==> src/reset_exception_consts.svh <==
// timing counts, field positions and reset values for the reset/exception block
// assumes inclusion by bare name; definitions only
`ifndef RESET_EXCEPTION_CONSTS_SVH
`define RESET_EXCEPTION_CONSTS_SVH
`define PRESCALE_WIDTH 13
`define PRESCALE_CLEAR_LO 4
`define POR_HOLD_CYCLES 13'h1000
`define RELEASE_CYCLES 13'h0040
`define PIN_DRIVE_CYCLES 13'h0020
`define STOP_SHORT_CYCLES 13'h0020
`define STOP_LONG_CYCLES 13'h1000
`define WATCHDOG_WIDTH 8
`define WATCHDOG_TOP 8'hff
`define CAUSE_POR 0
`define CAUSE_PIN 1
`define CAUSE_WATCHDOG 2
`define CAUSE_ILLEGAL_OP 3
`define CAUSE_ILLEGAL_ADDR 4
`define CAUSE_LOW_SUPPLY 5
`define CAUSE_RESET_VALUE 6'h01
`define IRQ_COUNT 8
`define IRQ_CODE_WIDTH 3
`define APB_OFS_CAUSE 12'h000
`define APB_OFS_SERVICE 12'h004
`define APB_OFS_OPTIONS 12'h008
`define APB_OFS_IRQ_ENABLE 12'h00c
`define APB_OFS_STATUS 12'h010
`define APB_ADDR_WIDTH 12
`endif

==> src/reset_exception_pkg.sv <==
// types shared by the reset/exception sequencer and its helpers
// assumes the constants header is on the include path
`include "reset_exception_consts.svh"
package reset_exception_pkg;
	typedef enum logic [4:0] {
		seq_run = 5'b00001,
		seq_hold = 5'b00010,
		seq_pin = 5'b00100,
		seq_tail = 5'b01000,
		seq_stop = 5'b10000
	} seq_state_t;
	typedef struct packed {
		logic illegal_op;
		logic stop_decoded;
		logic opcode_fetch;
		logic unmapped;
		logic insn_done;
		logic mask_set;
		logic return_int;
	} cpu_status_t;
	typedef struct packed {
		logic valid;
		logic [`IRQ_CODE_WIDTH-1:0] code;
	} irq_grant_t;
endpackage : reset_exception_pkg

==> src/prescale_counter.sv <==
// 13-bit prescale counter advanced on falling crystal reference edges
// assumes the reference edge arrives as a synchronous one-cycle pulse
`timescale 1ns/1ps
`default_nettype none
module prescale_counter
	import reset_exception_pkg::*;
#(
	parameter int WIDTH = `PRESCALE_WIDTH
) (
	// clock and reset
	input wire logic clock,
	input wire logic nrst,
	// control
	input wire logic ref_fall,
	input wire logic clear_all,
	input wire logic clear_high,
	// result
	output logic [WIDTH-1:0] count,
	output logic overflow
);
	logic [WIDTH-1:0] count_reg;
	logic overflow_reg;
	// counts reference falls; a service clears only the upper bits
	always_ff @(posedge clock or negedge nrst) begin
		if (!nrst) begin
			count_reg <= '0;
		end else if (clear_all) begin
			count_reg <= '0;
		end else if (clear_high) begin
			count_reg <= {{(WIDTH-`PRESCALE_CLEAR_LO){1'b0}},
				count_reg[`PRESCALE_CLEAR_LO-1:0]}; // RL6
		end else if (ref_fall) begin
			count_reg <= count_reg + 1'b1; // RL7
		end
	end
	// overflow pulse drives the watchdog
	always_ff @(posedge clock or negedge nrst) begin
		if (!nrst) begin
			overflow_reg <= 1'b0;
		end else begin
			overflow_reg <= ref_fall && !clear_all && !clear_high &&
				(&count_reg); // RL7
		end
	end
	assign count = count_reg;
	assign overflow = overflow_reg;
endmodule : prescale_counter
`default_nettype wire

==> src/irq_arbiter.sv <==
// interrupt latch and fixed-priority arbiter, lowest index wins
// assumes request lines are synchronous to clock
`timescale 1ns/1ps
`default_nettype none
module irq_arbiter
	import reset_exception_pkg::*;
#(
	parameter int COUNT = `IRQ_COUNT
) (
	// clock and reset
	input wire logic clock,
	input wire logic nrst,
	// requests and qualifiers
	input wire logic [COUNT-1:0] pending,
	input wire logic [COUNT-1:0] enable,
	input wire logic boundary,
	input wire logic mask_set,
	input wire logic serviced,
	// outcome
	output irq_grant_t grant
);
	irq_grant_t grant_reg;
	logic [COUNT-1:0] live;
	logic [`IRQ_CODE_WIDTH-1:0] pick;
	logic any;
	// priority pick among enabled pending sources
	always_comb begin
		live = pending & enable; // RL18
		pick = '0;
		any = 1'b0;
		for (int i = COUNT-1; i >= 0; i--) begin
			if (live[i]) begin
				pick = i[`IRQ_CODE_WIDTH-1:0]; // RL19
				any = 1'b1;
			end
		end
	end
	// once latched the grant holds until serviced or the mask clears;
	// a return boundary may latch the next pending source at once
	always_ff @(posedge clock or negedge nrst) begin
		if (!nrst) begin
			grant_reg <= '0;
		end else if (boundary && !mask_set && any &&
			(!grant_reg.valid || serviced)) begin
			grant_reg.valid <= 1'b1; // RL16 RL21
			grant_reg.code <= pick; // RL17
		end else if (grant_reg.valid && (serviced || !mask_set)) begin
			grant_reg.valid <= 1'b0; // RL16
		end
	end
	assign grant = grant_reg;
endmodule : irq_arbiter
`default_nettype wire

==> src/reset_exception_sequencer.sv <==
// reset source recorder, reset pin driver, stop recovery and irq front end
// assumes an APB master on clock, crystal reference and pins asynchronous
//
// Behaviour
// RL1: power-on holds pin low 4096 reference cycles, releases 64 later
// RL2: power-on sets power-on cause, clears all other causes
// RL3: power-on asserts internal reset, enables clock out, gates core clocks
// RL4: watchdog overflow resets and sets watchdog cause
// RL5: every internal reset source drives the reset pin low; a low supply seen in tail or stop state leaves the pin undriven
// RL6: write to service word clears watchdog and prescale bits 12..4
// RL7: 13-bit prescaler on falling reference edge clocks the watchdog
// RL8: watchdog disabled only by high-voltage detect in monitor or break
// RL9: illegal instruction sets illegal opcode cause and resets
// RL10: stop with stop-enable option 0 is an illegal opcode reset
// RL11: opcode fetch from unmapped address sets fetch cause, resets
// RL12: low supply sets cause, holds pin 4096 cycles, releases 64 later; the hold is applied only to low supply seen in run state
// RL13: stop instruction clears the prescaler, which times recovery
// RL14: stop exit recovery lasts 32 cycles if short option, else 4096
// RL15: pin reset leaves prescaler alone; prescaler free runs after reset
// RL16: interrupts latched; latched one holds until serviced or mask clears
// RL17: arbitration result is a vector code for the CPU
// RL18: interrupts evaluated at instruction end, unmasked and enabled only
// RL19: highest priority pending interrupt serviced first
// RL20: entry stacks registers and sets mask; return restores them
// RL21: interrupt pending at return is serviced before next instruction
// RL22: entry does not stack the high index register
// RL23: internal source drives pin 32 cycles, internal reset 32 more
// RL24: reading the reset cause register clears its flags
`timescale 1ns/1ps
`default_nettype none
module reset_exception_sequencer
	import reset_exception_pkg::*;
(
	// clock and reset
	input wire logic clock,
	input wire logic nrst,
	// reference clock and pins
	input wire logic crystal_ref_clock,
	input wire logic reset_pin_in,
	output logic reset_pin_out,
	output logic reset_pin_oe,
	input wire logic high_voltage_detect,
	input wire logic monitor_mode,
	input wire logic break_state,
	input wire logic low_supply_monitor,
	// cpu side
	input wire cpu_status_t cpu,
	input wire logic [`IRQ_COUNT-1:0] irq_pending,
	output irq_grant_t irq_grant,
	output logic internal_reset,
	output logic core_clock_enable,
	output logic generated_clock_out_enable,
	output logic stop_active,
	// apb slave
	input wire logic psel,
	input wire logic penable,
	input wire logic pwrite,
	input wire logic [`APB_ADDR_WIDTH-1:0] paddr,
	input wire logic [31:0] pwdata,
	output logic [31:0] prdata,
	output logic pready,
	output logic pslverr
);
	// synchronisers: first stage read only by the second
	logic [2:0] ref_sync_reg;
	logic [1:0] pin_sync_reg;
	logic [1:0] hv_sync_reg;
	logic [1:0] lvi_sync_reg;
	logic ref_fall;
	logic pin_low;
	logic hv_seen;
	logic lvi_seen;
	always_ff @(posedge clock or negedge nrst) begin
		if (!nrst) begin
			ref_sync_reg <= 3'h0;
			pin_sync_reg <= 2'h3;
			hv_sync_reg <= 2'h0;
			lvi_sync_reg <= 2'h0;
		end else begin
			ref_sync_reg <= {ref_sync_reg[1:0], crystal_ref_clock};
			pin_sync_reg <= {pin_sync_reg[0], reset_pin_in};
			hv_sync_reg <= {hv_sync_reg[0], high_voltage_detect};
			lvi_sync_reg <= {lvi_sync_reg[0], low_supply_monitor};
		end
	end
	assign ref_fall = ref_sync_reg[2] && !ref_sync_reg[1]; // RL7
	assign pin_low = !pin_sync_reg[1];
	assign hv_seen = hv_sync_reg[1];
	assign lvi_seen = lvi_sync_reg[1];

	// apb decode: zero wait states, unmapped offsets answer slverr
	logic apb_access;
	logic wr_service;
	logic wr_options;
	logic wr_enable;
	logic rd_cause;
	logic mapped;
	assign apb_access = psel && penable;
	assign mapped = (paddr == `APB_OFS_CAUSE) || (paddr == `APB_OFS_SERVICE)
		|| (paddr == `APB_OFS_OPTIONS) || (paddr == `APB_OFS_IRQ_ENABLE)
		|| (paddr == `APB_OFS_STATUS);
	assign wr_service = apb_access && pwrite && paddr == `APB_OFS_SERVICE;
	assign wr_options = apb_access && pwrite && paddr == `APB_OFS_OPTIONS;
	assign wr_enable = apb_access && pwrite && paddr == `APB_OFS_IRQ_ENABLE;
	assign rd_cause = apb_access && !pwrite && paddr == `APB_OFS_CAUSE;
	assign pready = 1'b1;
	assign pslverr = apb_access && !mapped;

	// option bits: bit0 stop enable, bit1 short stop recovery
	logic stop_enable_reg;
	logic short_stop_recovery_reg;
	logic [`IRQ_COUNT-1:0] irq_enable_reg;
	always_ff @(posedge clock or negedge nrst) begin
		if (!nrst) begin
			stop_enable_reg <= 1'b0;
			short_stop_recovery_reg <= 1'b0;
		end else if (wr_options) begin
			stop_enable_reg <= pwdata[0];
			short_stop_recovery_reg <= pwdata[1];
		end
	end
	always_ff @(posedge clock or negedge nrst) begin
		if (!nrst) begin
			irq_enable_reg <= '0;
		end else if (wr_enable) begin
			irq_enable_reg <= pwdata[`IRQ_COUNT-1:0];
		end
	end

	// sequencer state
	seq_state_t state_reg;
	logic [`PRESCALE_WIDTH-1:0] prescale;
	logic prescale_ovf;
	logic prescale_clear;
	logic [`WATCHDOG_WIDTH-1:0] watchdog_reg;
	logic watchdog_fire;
	logic watchdog_disable;
	logic stop_exec;
	logic illegal_opcode_flag_src;
	logic illegal_fetch_address_flag_src;
	logic internal_src;
	logic long_hold_reg;
	logic por_pending_reg;
	logic stop_exit;
	logic [`PRESCALE_WIDTH-1:0] stop_target_reg;

	// noise on pins cannot turn the watchdog off: high voltage required
	assign watchdog_disable = hv_seen && (monitor_mode || break_state); // RL8
	assign watchdog_fire = !watchdog_disable && prescale_ovf &&
		watchdog_reg == `WATCHDOG_TOP; // RL4
	assign stop_exec = cpu.stop_decoded && stop_enable_reg &&
		state_reg == seq_run;
	assign illegal_opcode_flag_src = state_reg == seq_run && (cpu.illegal_op ||
		(cpu.stop_decoded && !stop_enable_reg)); // RL9 RL10
	assign illegal_fetch_address_flag_src = state_reg == seq_run && cpu.opcode_fetch &&
		cpu.unmapped; // RL11
	assign internal_src = illegal_opcode_flag_src || illegal_fetch_address_flag_src || watchdog_fire ||
		(lvi_seen && state_reg != seq_hold);
	assign stop_exit = state_reg == seq_stop && (|irq_pending || pin_low);
	// counter is cleared on every internal reset entry but not by the pin
	assign prescale_clear = stop_exec || internal_src; // RL13 RL15

	prescale_counter #(
		.WIDTH(`PRESCALE_WIDTH)
	) u_prescale (
		.clock(clock),
		.nrst(nrst),
		.ref_fall(ref_fall && !(state_reg == seq_stop && !stop_exit &&
			stop_target_reg == '0)),
		.clear_all(prescale_clear),
		.clear_high(wr_service),
		.count(prescale),
		.overflow(prescale_ovf)
	);

	// watchdog counter, clocked by prescale overflow
	always_ff @(posedge clock or negedge nrst) begin
		if (!nrst) begin
			watchdog_reg <= '0;
		end else if (wr_service || watchdog_disable) begin
			watchdog_reg <= '0; // RL6
		end else if (prescale_ovf) begin
			watchdog_reg <= watchdog_reg + 1'b1; // RL7
		end
	end

	// power-on pending: nrst release counts as power-on
	always_ff @(posedge clock or negedge nrst) begin
		if (!nrst) begin
			por_pending_reg <= 1'b1;
		end else if (state_reg == seq_hold) begin
			por_pending_reg <= 1'b0;
		end
	end

	// reset and stop sequencing
	always_ff @(posedge clock or negedge nrst) begin
		if (!nrst) begin
			state_reg <= seq_hold; // RL1 RL3
			long_hold_reg <= 1'b1;
			stop_target_reg <= '0;
		end else begin
			unique case (state_reg)
				seq_run: begin
					if (internal_src) begin
						state_reg <= lvi_seen ? seq_hold : seq_pin; // RL5 RL12
						long_hold_reg <= lvi_seen;
					end else if (stop_exec) begin
						state_reg <= seq_stop;
						stop_target_reg <= '0;
					end
				end
				seq_hold: begin
					if (ref_fall && prescale == `POR_HOLD_CYCLES - 1'b1 &&
						!lvi_seen) begin
						state_reg <= seq_tail; // RL1 RL12
					end
				end
				seq_pin: begin
					if (ref_fall && prescale == `PIN_DRIVE_CYCLES - 1'b1) begin
						state_reg <= seq_tail; // RL23
					end
				end
				seq_tail: begin
					if (ref_fall && prescale == (long_hold_reg ?
						`POR_HOLD_CYCLES + `RELEASE_CYCLES :
						`PIN_DRIVE_CYCLES + `PIN_DRIVE_CYCLES) - 1'b1) begin
						state_reg <= seq_run; // RL1 RL23
					end
				end
				seq_stop: begin
					if (stop_exit && stop_target_reg == '0) begin
						stop_target_reg <= short_stop_recovery_reg ?
							`STOP_SHORT_CYCLES : `STOP_LONG_CYCLES; // RL14
					end else if (stop_target_reg != '0 && ref_fall &&
						prescale == stop_target_reg - 1'b1) begin
						state_reg <= seq_run; // RL14
						stop_target_reg <= '0;
					end
				end
			endcase
		end
	end

	// pin is driven in hold and pin states; internal reset covers hold, pin and tail
	assign reset_pin_oe = state_reg == seq_hold || state_reg == seq_pin; // RL5
	assign reset_pin_out = 1'b0;
	assign internal_reset = state_reg != seq_run && state_reg != seq_stop;
	assign core_clock_enable = state_reg == seq_run; // RL3
	assign generated_clock_out_enable = state_reg != seq_stop; // RL3
	assign stop_active = state_reg == seq_stop;

	// reset cause flags; a set in the read cycle wins over the clear
	logic [5:0] cause_reg;
	logic [5:0] cause_set;
	always_comb begin
		cause_set = 6'h00;
		cause_set[`CAUSE_WATCHDOG] = watchdog_fire; // RL4
		cause_set[`CAUSE_ILLEGAL_OP] = illegal_opcode_flag_src; // RL9 RL10
		cause_set[`CAUSE_ILLEGAL_ADDR] = illegal_fetch_address_flag_src; // RL11
		cause_set[`CAUSE_LOW_SUPPLY] = lvi_seen && state_reg != seq_hold; // RL12
		cause_set[`CAUSE_PIN] = pin_low && state_reg == seq_run;
	end
	always_ff @(posedge clock or negedge nrst) begin
		if (!nrst) begin
			cause_reg <= `CAUSE_RESET_VALUE; // RL2
		end else if (|cause_set) begin
			cause_reg <= cause_set; // RL12
		end else if (rd_cause) begin
			cause_reg <= 6'h00; // RL24
		end
	end

	// read data registered in the setup cycle, shown in access
	always_ff @(posedge clock or negedge nrst) begin
		if (!nrst) begin
			prdata <= 32'h0;
		end else if (psel && !penable && !pwrite) begin
			unique case (paddr)
				`APB_OFS_CAUSE: prdata <= {26'h0, cause_reg};
				`APB_OFS_OPTIONS: prdata <= {30'h0, short_stop_recovery_reg,
					stop_enable_reg};
				`APB_OFS_IRQ_ENABLE: prdata <= {{(32-`IRQ_COUNT){1'b0}},
					irq_enable_reg};
				`APB_OFS_STATUS: prdata <= {19'h0, state_reg, watchdog_reg};
				default: prdata <= 32'h0;
			endcase
		end
	end

	// interrupt front end; the CPU stacks, sets the mask and restores
	// on return, without stacking the high index register
	irq_arbiter #(
		.COUNT(`IRQ_COUNT)
	) u_arbiter (
		.clock(clock),
		.nrst(nrst),
		.pending(irq_pending),
		.enable(irq_enable_reg),
		.boundary((cpu.insn_done || cpu.return_int) && state_reg == seq_run),
		.mask_set(cpu.mask_set), // RL20 RL22
		.serviced(cpu.return_int), // RL21
		.grant(irq_grant)
	);

	chk_pin_drive: assert property (@(posedge clock) disable iff (!nrst)
		internal_src |=> reset_pin_oe && internal_reset)
		else $error("internal source did not drive pin"); // RL5
	chk_cause_clear: assert property (@(posedge clock) disable iff (!nrst)
		rd_cause && !(|cause_set) |=> cause_reg == 6'h00)
		else $error("cause read did not clear"); // RL24
	chk_service_wd: assert property (@(posedge clock) disable iff (!nrst)
		wr_service |=> watchdog_reg == '0 && prescale[12:4] == 9'h000)
		else $error("service write did not clear counters"); // RL6
	chk_illegal_opcode_flag_cause: assert property (@(posedge clock) disable iff (!nrst)
		illegal_opcode_flag_src |=> cause_reg[`CAUSE_ILLEGAL_OP] && state_reg == seq_pin)
		else $error("illegal opcode not recorded"); // RL9
	chk_stop_clear: assert property (@(posedge clock) disable iff (!nrst)
		stop_exec |=> prescale == '0 && stop_active)
		else $error("stop did not clear prescaler"); // RL13
	chk_core_gate: assert property (@(posedge clock) disable iff (!nrst)
		internal_reset |-> !core_clock_enable)
		else $error("core clock ran in reset"); // RL3
	chk_wd_disable: assert property (@(posedge clock) disable iff (!nrst)
		watchdog_disable |=> watchdog_reg == '0)
		else $error("watchdog ran while disabled"); // RL8
	chk_grant_hold: assert property (@(posedge clock) disable iff (!nrst)
		irq_grant.valid && cpu.mask_set && !cpu.return_int |=>
		irq_grant.valid && $stable(irq_grant.code))
		else $error("latched grant was preempted"); // RL16
endmodule : reset_exception_sequencer
`default_nettype wire

==> config.mk <==
export PLATFORM = sky130hd
export DESIGN_NAME = reset_exception_sequencer
export DESIGN_NICKNAME = d
export VERILOG_FILES = /design/src/reset_exception_pkg.sv /design/src/prescale_counter.sv /design/src/irq_arbiter.sv /design/src/reset_exception_sequencer.sv
export VERILOG_INCLUDE_DIRS = /design/src /design/src/src
export SDC_FILE = /design/constraint.sdc
export NUM_CORES = 1
export LEC_CHECK = 0
export BUFFER_PORTS_ARGS = -buffer_cell sky130_fd_sc_hd__buf_4
export CELL_PAD_IN_SITES_DETAIL_PLACEMENT = 0
export CELL_PAD_IN_SITES_GLOBAL_PLACEMENT = 1
export CORE_MARGIN = 2
export CORE_UTILIZATION = 42
export CTS_CLUSTER_DIAMETER = 40
export DETAILED_ROUTE_END_ITERATION = 7
export GPL_TIMING_DRIVEN = 0
export PLACE_DENSITY_LB_ADDON = 0.1
export SYNTH_ARGS = -nofsm -noshare
export SYNTH_HDL_FRONTEND = slang
export SYNTH_SLANG_ARGS = --single-unit
==> constraint.sdc <==
create_clock -name clock -period 6.2 [get_ports clock]
set_clock_uncertainty 0.2 [all_clocks]
set_input_delay 0 -clock clock [delete_from_list [all_inputs] [get_ports clock]]
set_output_delay 0 -clock clock [all_outputs]
set_load 0.05 [all_outputs]
==> results.sh, run 1 <==
export IMPL_p_leak_nw=2.38
export IMPL_cts_htree_levels=3
export IMPL_ys_types=62
export IMPL_grt_max_degree=73
export IMPL_synth_top_flop_cell="dfrtp_1"
export IMPL_cts_max_path_buffers=2
export IMPL_synth_top_area_frac=0.446
export IMPL_critPathArrivalTime_ns=3.11
export IMPL_first_pass_iters=5
export IMPL_place_gp_congestion=0.796
export IMPL_place_hpwl_mm=6.58
export IMPL_io_pins=114
export IMPL_dieWidth_um=98.6
export IMPL_nFillCells=798
export IMPL_period_needed_ns=3.08
export IMPL_antenna_found_initial=0
export IMPL_rows=34
export IMPL_clkSlewWorstSetupHoldPaths_ns=0.08
export IMPL_max_cap_violations=0
export IMPL_yosysSeqAreaShare=0.481
export IMPL_synth_top_area_cell="dfrtp_1"
export IMPL_reg2reg_setup_slack_ns=3.12
export IMPL_fin_nets=577
export IMPL_worstSetupPathType="flip-flop to flip-flop"
export IMPL_place_ws_ns=3.84
export IMPL_first_global_vias=2993
export IMPL_fin_crit_sh=0.496
export IMPL_path_cells="nand2_1, nand2_1, a221oi_1, dlygate4sd3_1, nor2_1, dlygate4sd3_1, o22a_1, dlygate4sd3_1"
export IMPL_worst_slew_pin_slew_ns=0.895
export IMPL_avgRoutedWirePerCell_um=14.5
export IMPL_synth_area_leaders="dfrtp_1, buf_4, nor2_1, dfstp_2, mux2_2"
export IMPL_grt_pass1_wl_mm=14.9
export IMPL_coreArea_um2=8720
export IMPL_die_area_um2=9730
export IMPL_cts_root_buf="clkbuf_8"
export IMPL_power_density_nw_per_um2=202
export IMPL_areaGrowthSynthToFinish_pct=34.0
export IMPL_cp_depth=8
export IMPL_port_buffers=66
export IMPL_cts_made_buffers=9
export IMPL_drtIter0Drc=125
export IMPL_synth_edff_count=0
export IMPL_setup_viol=0
export IMPL_mappedNetlistArea_um2=3760
export IMPL_viasPerCell=5.09
export IMPL_drc=0
export IMPL_p_comb_frac=0.161
export IMPL_syn_inst=370
export IMPL_start_util=0.431
export IMPL_wirelength_mm=8.98
export IMPL_dpl_instance_area_um2=4460
export IMPL_hold_path_class="input pin to flip-flop"
export IMPL_grt_ovfl_total=0
export IMPL_required_ns=6.23
export IMPL_synth_seq_cells=72
export IMPL_die_h_um=98.6
export IMPL_ant_nets=0
export IMPL_clock_latency_ns=0.34
export IMPL_vias=3139
export IMPL_rsz0062_at_grt="no"
export IMPL_relSlewSlack=0.403
export IMPL_grt_use_total=0.192
export IMPL_swShare=0.277
export IMPL_tritoncts="yes"
export IMPL_design_area_um2=5040
export IMPL_crit_slowest_cell="dlygate4sd3_1"
export IMPL_rr_endpoint="u_arbiter.grant[1]$_DFFE_PN0P_"
export IMPL_r2r_start="irq_enable_reg[3]$_DFFE_PN0P_"
export IMPL_cp_end_kind="flip-flop"
export IMPL_fmax_mhz=325
export IMPL_worst_slack_ns=3.12
export IMPL_path_common_cell="dlygate4sd3_1"
export IMPL_crit_end="u_arbiter.grant[1]$_DFFE_PN0P_"
export IMPL_cp_startpoint="irq_enable_reg[3]$_DFFE_PN0P_"
export IMPL_power_share_sequential=0.478
export IMPL_cp_num_buf_inv=3
export IMPL_reg2reg_depth=8
export IMPL_setup_worst_path_start_class="flip-flop"
export IMPL_tns_ns=0
export IMPL_antennaDiodeCount=0
export IMPL_drive_gt1_frac=0.279
export IMPL_finalHoldViolCount=0
export IMPL_power_share_clock=0.361
export IMPL_power_switching_uw=282
export IMPL_yosysWarningCount=0
export IMPL_async_flop_share=1.00
export IMPL_outcome="finished clean"
export IMPL_syn_area_per_cell_um2=10.2
export IMPL_max_stage_delay_ns=0.59
export IMPL_slew_viol_final=0
export IMPL_vdd_drop_max_mv=0.110
export IMPL_path_max_fanout=3
export IMPL_clock_sinks=72
export IMPL_crit_family="buffers and inverters"
export IMPL_intPower_uw=735
## Yosys cell counts, types with 4 or more instances
library cell,number
dfrtp_1,67
nor2_1,40
nand2_1,31
buf_4,21
o21ai_0,15
a21oi_1,13
nand3_1,12
inv_1,11
mux2_2,11
xnor2_1,11
xor2_1,11
mux2i_1,9
nand4_1,8
nor3_1,8
a22o_1,7
and3_1,6
dfstp_2,5
a22oi_1,4
and2_1,4
and4_1,4
clkbuf_1,4
## per-layer routing
layer / vias to the layer above / GRT usage / wire length [µm]
met4: 0 / 0.0664 / 65
li1: 1543 / - / -
met3: 6 / 0.0355 / 497
met2: 90 / 0.295 / 4090
met1: 1500 / 0.274 / 4320
met5: - / 0 / 0
## worst reg2reg max path: cells and delay by family, from the launching register on
family	cells	cell delay (ns)
compound gates	2	0.43
buf+inv	3	1.69
flops	1	0.42
simple gates	3	0.24
## cells in the final DEF (no fill, tap or decap), drive strengths merged, types with 9 or more instances in the layout
cell type    synthesis  layout
nor3                10      10
clkbuf               4      14
dlygate4sd3          0      38
nor2                40      40
mux2i                9       9
nand2               31      31
dfrtp               67      67
xnor2               11      11
mux2                11      11
conb                 2      21
xor2                11      11
o21ai               16      16
buf                 24      90
nand3               13      13
inv                 11      11
a21oi               14      14
## worst min-delay path by stage
stage / start / slack [ns] / end / cells after the start
5_1_grt: paddr[2] / 0.06 / prdata[7]$_DFFE_PN0P_ / 3
3_3_place_gp: reset_pin_in / -0.09 / pin_sync_reg[0]$_DFF_PN1_ / 1
6_report: paddr[2] / 0.03 / prdata[6]$_DFFE_PN0P_ / 3
3_5_place_dp: reset_pin_in / -0.09 / pin_sync_reg[0]$_DFF_PN1_ / 1
2_1_floorplan: nrst / -0.50 / cause_reg[1]$_DFFE_PN0P_ / 0
4_1_cts: paddr[2] / 0.01 / prdata[6]$_DFFE_PN0P_ / 3
## cell type report
class                           instances  area (µm²)  share of cell area
Sequential cell                        72        1810               0.359
Tap cell                              108         135              0.0268
Clock buffer                           10         128              0.0253
Buffer                                 28         188              0.0372
Multi-Input combinational cell        278        1800               0.356
Inverter                               11        41.3             0.00819
Clock inverter                          6        70.1              0.0139
Timing Repair Buffer                  104         876               0.174
## kinds of logic after synthesis
| kind of cell | after synthesis | share of synthesized area |
|---|---|---|
| simple gates | 143 | 0.203 |
| compound gates | 69 | 0.136 |
| xor+xnor | 22 | 0.0512 |
| fa+ha+maj | 3 | 0.00998 |
| other cells | 2 | 0.00200 |
| buf+inv | 39 | 0.0609 |
| flops | 72 | 0.481 |
| mux | 20 | 0.0569 |
## through the flow
step,std cells,total power [mW],hold slack (ns),utilization
2_1_floorplan,389,0.593,-0.496,-
3_3_place_gp,563,0.643,-0.0914,0.512
3_5_place_dp,563,0.645,-0.0905,0.512
4_1_cts,617,1.03,0.0101,0.578
5_1_grt,617,1.07,0.0574,0.578
6_report,617,1.02,0.0334,0.578
## power by group through the flow
stage,clock (mW),sequential (mW),combinational [mW]
after floorplan,0,0.500,0.0931
after detailed placement,0,0.495,0.150
final,0.367,0.486,0.164
after global routing,0.402,0.487,0.178
after global placement,0,0.495,0.148
after CTS,0.381,0.486,0.164
## repair_timing
item | in CTS | in global routing
hold buffers | 38 | 0
setup buffers | 0 | 0
gates resized for setup | 0 | 0
endpoints found under the hold margin | 108 | 0
Note: power is estimated with default switching activity, not from simulation.
==> run 2: changes to the inputs <==
--- a/config.mk
+++ b/config.mk
@@ -10,7 +10,7 @@
 export CELL_PAD_IN_SITES_DETAIL_PLACEMENT = 0
 export CELL_PAD_IN_SITES_GLOBAL_PLACEMENT = 1
 export CORE_MARGIN = 2
-export CORE_UTILIZATION = 42
+export CORE_UTILIZATION = 35
 export CTS_CLUSTER_DIAMETER = 40
 export DETAILED_ROUTE_END_ITERATION = 7
 export GPL_TIMING_DRIVEN = 0
==> constraint.sdc (replaced) <==
create_clock -name clock -period 2.8 [get_ports clock]
set_clock_uncertainty 0.2 [all_clocks]
set_input_delay 0 -clock clock [delete_from_list [all_inputs] [get_ports clock]]
set_output_delay 0 -clock clock [all_outputs]
set_load 0.05 [all_outputs]
==> run 2 against run 1 <==
Non-clock buffer count rose by 3. Final cell count is 5.0% higher. Largest power group unchanged. Via count is 0.25% higher. Critical endpoint unchanged. Worst setup slack got worse by 2.9 ns. Highest routed layer unchanged. Die area is 19% higher. Sequential share of layout area down 0.68 points. Clock power rose to 2.5 times the previous value. Combinational power increased by 130%. Register-to-register slack got worse by 2.9 ns. Clock-buffer cell count rose by 1. Critical path depth down 1.
==> results.sh, run 2 (synthesis results as in run 1) <==
export IMPL_avgRoutedWirePerCell_um=14.6
export IMPL_cp_num_buf_inv=2
export IMPL_cts_root_buf="clkbuf_8"
export IMPL_nFillCells=995
export IMPL_required_ns=2.85
export IMPL_cts_setup_buffers=0
export IMPL_viasPerCell=4.86
export IMPL_tns_ns=0
export IMPL_clock_latency_ns=0.35
export IMPL_hold_depth=4
export IMPL_antennaDiodeCount=0
export IMPL_ant_nets=0
export IMPL_areaGrowthSynthToFinish_pct=36.6
export IMPL_worstSetupPathType="flip-flop to flip-flop"
export IMPL_crit_slowest_cell="dlygate4sd3_1"
export IMPL_cts_max_path_buffers=2
export IMPL_worst_slew_pin_slew_ns=0.935
export IMPL_path_cells="nand2_1, nand2_1, a221oi_1, dlygate4sd3_1, nor2_1, dlygate4sd3_1, o22a_1"
export IMPL_max_stage_delay_ns=0.60
export IMPL_multiInputGateArea_um2=1810
export IMPL_cp_depth=7
export IMPL_relSlewSlack=0.377
export IMPL_grt_pass1_wl_mm=15.6
export IMPL_drtIter0Drc=112
export IMPL_cts_made_buffers=9
export IMPL_hold_path_class="input pin to flip-flop"
export IMPL_clkSlewWorstSetupHoldPaths_ns=0.08
export IMPL_fin_crit_sh=0.918
export IMPL_wirelength_mm=9.48
export IMPL_cp_end_kind="flip-flop"
export IMPL_fin_nets=580
export IMPL_path_max_fanout=3
export IMPL_coreArea_um2=10400
export IMPL_layout_common_cells="buf_4, dfrtp_1, dlygate4sd3_1"
export IMPL_drive_gt1_frac=0.281
export IMPL_start_util=0.363
export IMPL_seqCellArea_um2=1810
export IMPL_rsz0062_at_grt="no"
export IMPL_crit_family="buffers and inverters"
export IMPL_period_needed_ns=2.57
export IMPL_slew_viol_final=0
export IMPL_vdd_drop_max_mv=0.325
export IMPL_place_inst=591
export IMPL_p_leak_nw=2.41
export IMPL_max_cap_violations=0
export IMPL_port_buffers=66
export IMPL_grt_use_total=0.173
export IMPL_drc=0
export IMPL_first_global_vias=3112
export IMPL_place_hpwl_mm=6.99
export IMPL_finalPower_mw=2.37
export IMPL_clock_sinks=72
export IMPL_die_h_um=108
export IMPL_design_area_um2=5140
export IMPL_finalHoldViolCount=0
export IMPL_setup_worst_path_start_class="flip-flop"
export IMPL_dpl_instance_area_um2=4500
export IMPL_dieWidth_um=108
export IMPL_outcome="finished clean"
export IMPL_tritoncts="yes"
export IMPL_first_pass_iters=4
export IMPL_power_density_nw_per_um2=461
export IMPL_place_gp_congestion=0.842
export IMPL_fmax_mhz=389
export IMPL_io_pins=114
export IMPL_vias=3147
export IMPL_cts_htree_levels=3
export IMPL_die_area_um2=11600
export IMPL_final_util=0.496
export IMPL_grt_max_degree=73
export IMPL_rows=37
export IMPL_setup_viol=0
export IMPL_stdcell_count=648
export IMPL_layout_commonest_cell="buf_4"
export IMPL_antenna_found_initial=0
export IMPL_grt_ovfl_total=0
export IMPL_critPathArrivalTime_ns=2.62
export IMPL_reg2reg_depth=7
## run 2: cell types whose count changed in the layout (fill, tap and decap cells not counted), sizes merged
| cell | before | now |
|---|---|---|
| bufinv | 1 | 2 |
| clkinv | 2 | 1 |
| clkinvlp | 3 | 2 |
| clkbuf | 14 | 15 |
| dlygate4sd3 | 38 | 41 |
## run 2: cell type report
cell class,instances,area share
timing repair buffer,107,0.176
clock buffer,11,0.0275
tap,136,0.0331
buffer,28,0.0365
multi-input combinational,278,0.351
sequential,72,0.352
inverter,11,0.00803
clock inverter,5,0.0156
## run 2: routing by layer
layer / part of all wire / up-vias / GRT usage
met2: 0.44 / 89 / 0.260
met4: 0.011 / 0 / 0.0577
li1: - / 1556 / -
met3: 0.054 / 10 / 0.0327
met5: 0 / - / 0
met1: 0.50 / 1492 / 0.249
## run 2: worst paths after layout
path / from / end / slack, ns
min reg2reg: ref_sync_reg[0]$_DFF_PN0_ / ref_sync_reg[1]$_DFF_PN0_ / 0.15
max reg2reg: irq_enable_reg[2]$_DFFE_PN0P_ / u_arbiter.grant[1]$_DFFE_PN0P_ / 0.23
min: cpu[2] / u_arbiter.grant[1]$_DFFE_PN0P_ / 0.01
max in group asynchronous: nrst / u_prescale.count[2]$_DFFE_PN0P_ / 1.65
min in group asynchronous: nrst / irq_enable_reg[7]$_DFFE_PN0P_ / 0.13
max: irq_enable_reg[2]$_DFFE_PN0P_ / u_arbiter.grant[1]$_DFFE_PN0P_ / 0.23
## run 2: what timing repair did
action	in CTS	in global routing
endpoints found under the hold margin	104	0
setup endpoints to repair	0	2
gates resized for setup	0	2
hold buffers	41	0
## run 2: power by group
group / switching, mW / total (mW) / internal (mW)
clock network: 0.396 / 0.920 / 0.525
logic: 0.215 / 0.372 / 0.157
registers: 0.0147 / 1.08 / 1.06
total: 0.626 / 2.37 / 1.74
## run 2: worst min-delay path, delay by kind of cell
family                 cells  cell delay [ns]
AOI/OAI and AO/OA          2             0.26
and+or+nand+nor            1             0.17
buffers and inverters      1             0.11
## run 2: per-stage QoR
step | worst slack, ns | hold slack (ns)
global route | 0.105 | 0.0292
detailed placement | 0.364 | -0.0894
global placement | 0.373 | -0.0910
finish | 0.229 | 0.0126
floorplan | 0.429 | -0.496
CTS | 0.160 | 0.00127
